--- config.mk ---
export PLATFORM = sky130hd
export DESIGN_NAME = smn_bit_timer
export DESIGN_NICKNAME = d
export VERILOG_FILES = /design/src/design/smn_bit_timer.sv
export SDC_FILE = /design/constraint.sdc
export NUM_CORES = 1
export LEC_CHECK = 0
export BUFFER_PORTS_ARGS = -buffer_cell sky130_fd_sc_hd__buf_2
export CAP_MARGIN = 20
export CORE_ASPECT_RATIO = 1.4
export CORE_MARGIN = 4
export CORE_UTILIZATION = 45
export DETAILED_ROUTE_END_ITERATION = 16
export GPL_ROUTABILITY_DRIVEN = 1
export PLACE_DENSITY = 0.68
export SETUP_SLACK_MARGIN = 0.2
export SLEW_MARGIN = 20
export SYNTH_ARGS = -nofsm -noshare
export SYNTH_HDL_FRONTEND = slang
export SYNTH_SLANG_ARGS = --single-unit
--- constraint.sdc ---
create_clock -name core_clk_i -period 2.4 [get_ports core_clk_i]
set_input_delay 0.6 -clock core_clk_i [delete_from_list [all_inputs] [get_ports core_clk_i]]
set_output_delay 0.6 -clock core_clk_i [all_outputs]
set_load 0.01 [all_outputs]
--- src/design/smn_bit_timer.sv ---
// Reloadable down counter that pulses once when a loaded interval runs out.
// Assumes the loader reloads on every tick it wants to continue from.
`timescale 1ns/1ps
module smn_bit_timer (
  input  wire logic        core_clk_i,
  input  wire logic        rst_i,
  input  wire logic        load_i,
  input  wire logic [15:0] load_val_i,
  output logic             tick_o
);

  logic [15:0] cnt_q;

  // A load of N gives a tick N cycles later; zero means stopped
  always_ff @(posedge core_clk_i) begin
    if (rst_i) begin
      cnt_q <= 16'h0000;
    end else if (load_i) begin
      cnt_q <= load_val_i;
    end else if (cnt_q != 16'h0000) begin
      cnt_q <= cnt_q - 16'h0001;
    end
  end

  // Plain compare: a loader that reloads on the tick must not feed back into it
  assign tick_o = (cnt_q == 16'h0001);

endmodule : smn_bit_timer

==> impl_metrics.env <==
export IMPL_outcome="completed"
export IMPL_dp_hpwl_um=1800
export IMPL_power_density_nw_per_um2=620
export IMPL_top_regs="cnt_q: 16 flops"
export IMPL_synth_area_sq_um=946
export IMPL_start_util_pct=47.9
export IMPL_fmax_ghz=0.486
export IMPL_hold_slack_ns=0.500
export IMPL_drive_above_1_share_pct=26.6
export IMPL_post_drt_wl_per_cell_um=14.6
export IMPL_vdd_drop_max_v=0.000499
export IMPL_antenna_left=0
export IMPL_netlist_instances=115
export IMPL_setup_slack_ns=0.344
export IMPL_synth_fp_nets=136
export IMPL_grt_pass1_wl_um=4160
export IMPL_setup_viol=0
export IMPL_p_leak_uw=0.000497
export IMPL_ios=20
export IMPL_ys_top_cells_by_area="dfxtp_1 34%, nor2_1 5.6%, nand2_1 5.2%"
export IMPL_die_h_um=62.2
export IMPL_gp_congestion=0.847
export IMPL_die_area_sq_um=2910
export IMPL_cts_buffers=3
export IMPL_n_antenna_cell=0
export IMPL_clockRootBuffer="clkbuf_4"
export IMPL_viasPerCell=5.80
export IMPL_hold_viol=0
export IMPL_grtUsageTotal_pct=18.9
export IMPL_critical_path_class="flop to flop"
export IMPL_die_w_um=46.8
export IMPL_overflow=0
export IMPL_clk_latency_ns=0.29
export IMPL_routed_via_count=952
export IMPL_tns_ns=0
export IMPL_ys_seq_area_share_pct=33.9
export IMPL_cts_buffer_depth=2
export IMPL_stdcell_area_sq_um=1150
export IMPL_fin_crit_sh_pct=85.7
export IMPL_drtPass1Iterations=4
export IMPL_yosys_area_top_type="dfxtp_1"
export IMPL_worstPathMaxFanout=5
export IMPL_cp_start_kind="flop"
export IMPL_cts_clk_slew_worst_paths_ns=0.10
export IMPL_cp_top_family="simple AND/OR/NAND/NOR gates"
export IMPL_grt_pass1_vias=920
export IMPL_top_register="cnt_q"
export IMPL_core_sq_um=1970
export IMPL_yosys_warnings=0
export IMPL_avgSynthCellArea_sq_um=8.23
export IMPL_wl_um=2390
export IMPL_synth_edf_count=0
export IMPL_crit_required_ns=2.61
export IMPL_largest_reg_flops=16
export IMPL_drtIter0Drc=18
export IMPL_slew_headroom_pct=57.0
export IMPL_place_area_sq_um=1090
export IMPL_crit_arrival_ns=2.27
export IMPL_area_growth_pct=21.4
export IMPL_synth_top_area_share_pct=33.9
export IMPL_drv_cap=0
export IMPL_finalCriticalPeriod_ns=2.06
export IMPL_portBuffers=19
export IMPL_grt_max_degree=16
export IMPL_rsz0062_at_grt="false"
export IMPL_htree_levels=1
export IMPL_dpl_worst_slack_ns=0.393
export IMPL_cp_end_kind="flop"
export IMPL_slowest_stage="or4b_1"
export IMPL_worst_slew_pin_slew_ns=0.639
export IMPL_path_buf_inv=1
export IMPL_finalNetCount=165
export IMPL_critPathMaxStageDelay_ns=0.50
export IMPL_rows=19
export IMPL_n_fill_cell=192
export IMPL_path_cells="inv_1, ha_1, nor3b_2, nand2_4, or4b_1, a311oi_2"
export IMPL_cts_sinks=16
export IMPL_hold_class="input pin to flop"
export IMPL_clock_skew_ns=0.000607
export IMPL_synthArstFlopShare_pct=0
export IMPL_ctsHoldBuffers=0
export IMPL_final_max_slew_viol_count=0
export IMPL_antenna_found_initial=0
export IMPL_yosys_most_used_dff="dfxtp_1"
export IMPL_ys_ff_latch=16
export IMPL_cts_tree="yes"
export IMPL_route_detailed_drc=0
export IMPL_ys_types=36
==> cell families after synthesis <==
logic type,synth area share (%)
DFF,33.9
buffers and inverters,4.37
adders and majority gates,2.65
muxes,1.06
xor gates and xnor gates,5.56
and+or+nand+nor,32.7
AOI/OAI and AO/OA,19.8
==> cell usage in the layout (no fill, tap or decap), types with 4 or more instances in the layout <==
| cell | instances |
|---|---|
| buf_2 | 19 |
| buf_4 | 7 |
| nor3_1 | 4 |
| nor2_1 | 14 |
| nand2_1 | 13 |
| o21ai_0 | 7 |
| xnor2_1 | 4 |
| dfxtp_1 | 16 |
| a21oi_1 | 4 |
| inv_1 | 9 |
==> worst reg2reg max path: cells and delay by family (launching register included) <==
kind                     cells  cell delay [ns]
AO/OA/AOI/OAI                1             0.24
adder cells (fa/ha/maj)      1             0.22
buffers and inverters        1             0.12
flip-flops                   1             0.36
AND/OR/NAND/NOR              3             1.04
==> timing repair <==
| action | CTS | global route |
|---|---|---|
| resized for setup | 0 | 0 |
| buffers inserted | 0 | 3 |
| setup endpoints to repair | 0 | 1 |
==> metal layers <==
| layer | GRT usage (%) | vias to the layer above | routed length (um) |
|---|---|---|---|
| li1 | - | 481 | - |
| met1 | 25.0 | 444 | 1030 |
| met2 | 29.7 | 21 | 1210 |
| met3 | 2.60 | 6 | 99 |
| met4 | 7.61 | 0 | 55 |
| met5 | 0 | - | 0 |
==> Yosys cell counts, types with 2 or more instances <==
library cell,n
a211oi_1,3
a21oi_1,4
a221oi_1,3
clkbuf_1,2
dfxtp_1,16
ha_1,2
inv_1,9
nand2_1,13
nand3_1,3
nand4_1,3
nor2_1,14
nor3_1,4
nor4_1,3
o21ai_0,7
o31a_1,2
or4_1,3
xnor2_1,4
xor2_1,2
==> per-stage QoR <==
stage	total power (uW)	utilization, %	std cells
2_1_floorplan	453	-	115
3_3_place_gp	512	55.2	157
3_5_place_dp	517	55.2	157
4_1_cts	699	57.1	161
5_1_grt	758	58.2	164
6_report	712	58.2	164
==> layout make-up <==
cell class / count / area [sq um] / share of cell area [%]
Tap cell: 21 / 26.3 / 2.29
Clock buffer: 4 / 36.3 / 3.16
Sequential cell: 16 / 320 / 27.9
Multi-Input combinational cell: 88 / 584 / 50.9
Timing Repair Buffer: 26 / 148 / 12.9
Inverter: 9 / 33.8 / 2.94
==> final timing paths <==
path                                      from         to  slack (ns)  cells after the start
worst max register to register        cnt_q[0]  cnt_q[10]        0.34                      6
worst max-delay path                  cnt_q[0]  cnt_q[10]        0.34                      6
worst min-delay path            load_val_i[15]  cnt_q[15]        0.50                      3
worst min register to register        cnt_q[7]   cnt_q[7]        0.56                      2
==> report_power, final <==
group | switching, uW | total, uW | internal, uW
Sequential | 32.8 | 323 | 290
Clock | 92.6 | 185 | 92.4
Combinational | 106 | 204 | 97.9
Note: power is estimated with default switching activity, not from simulation.
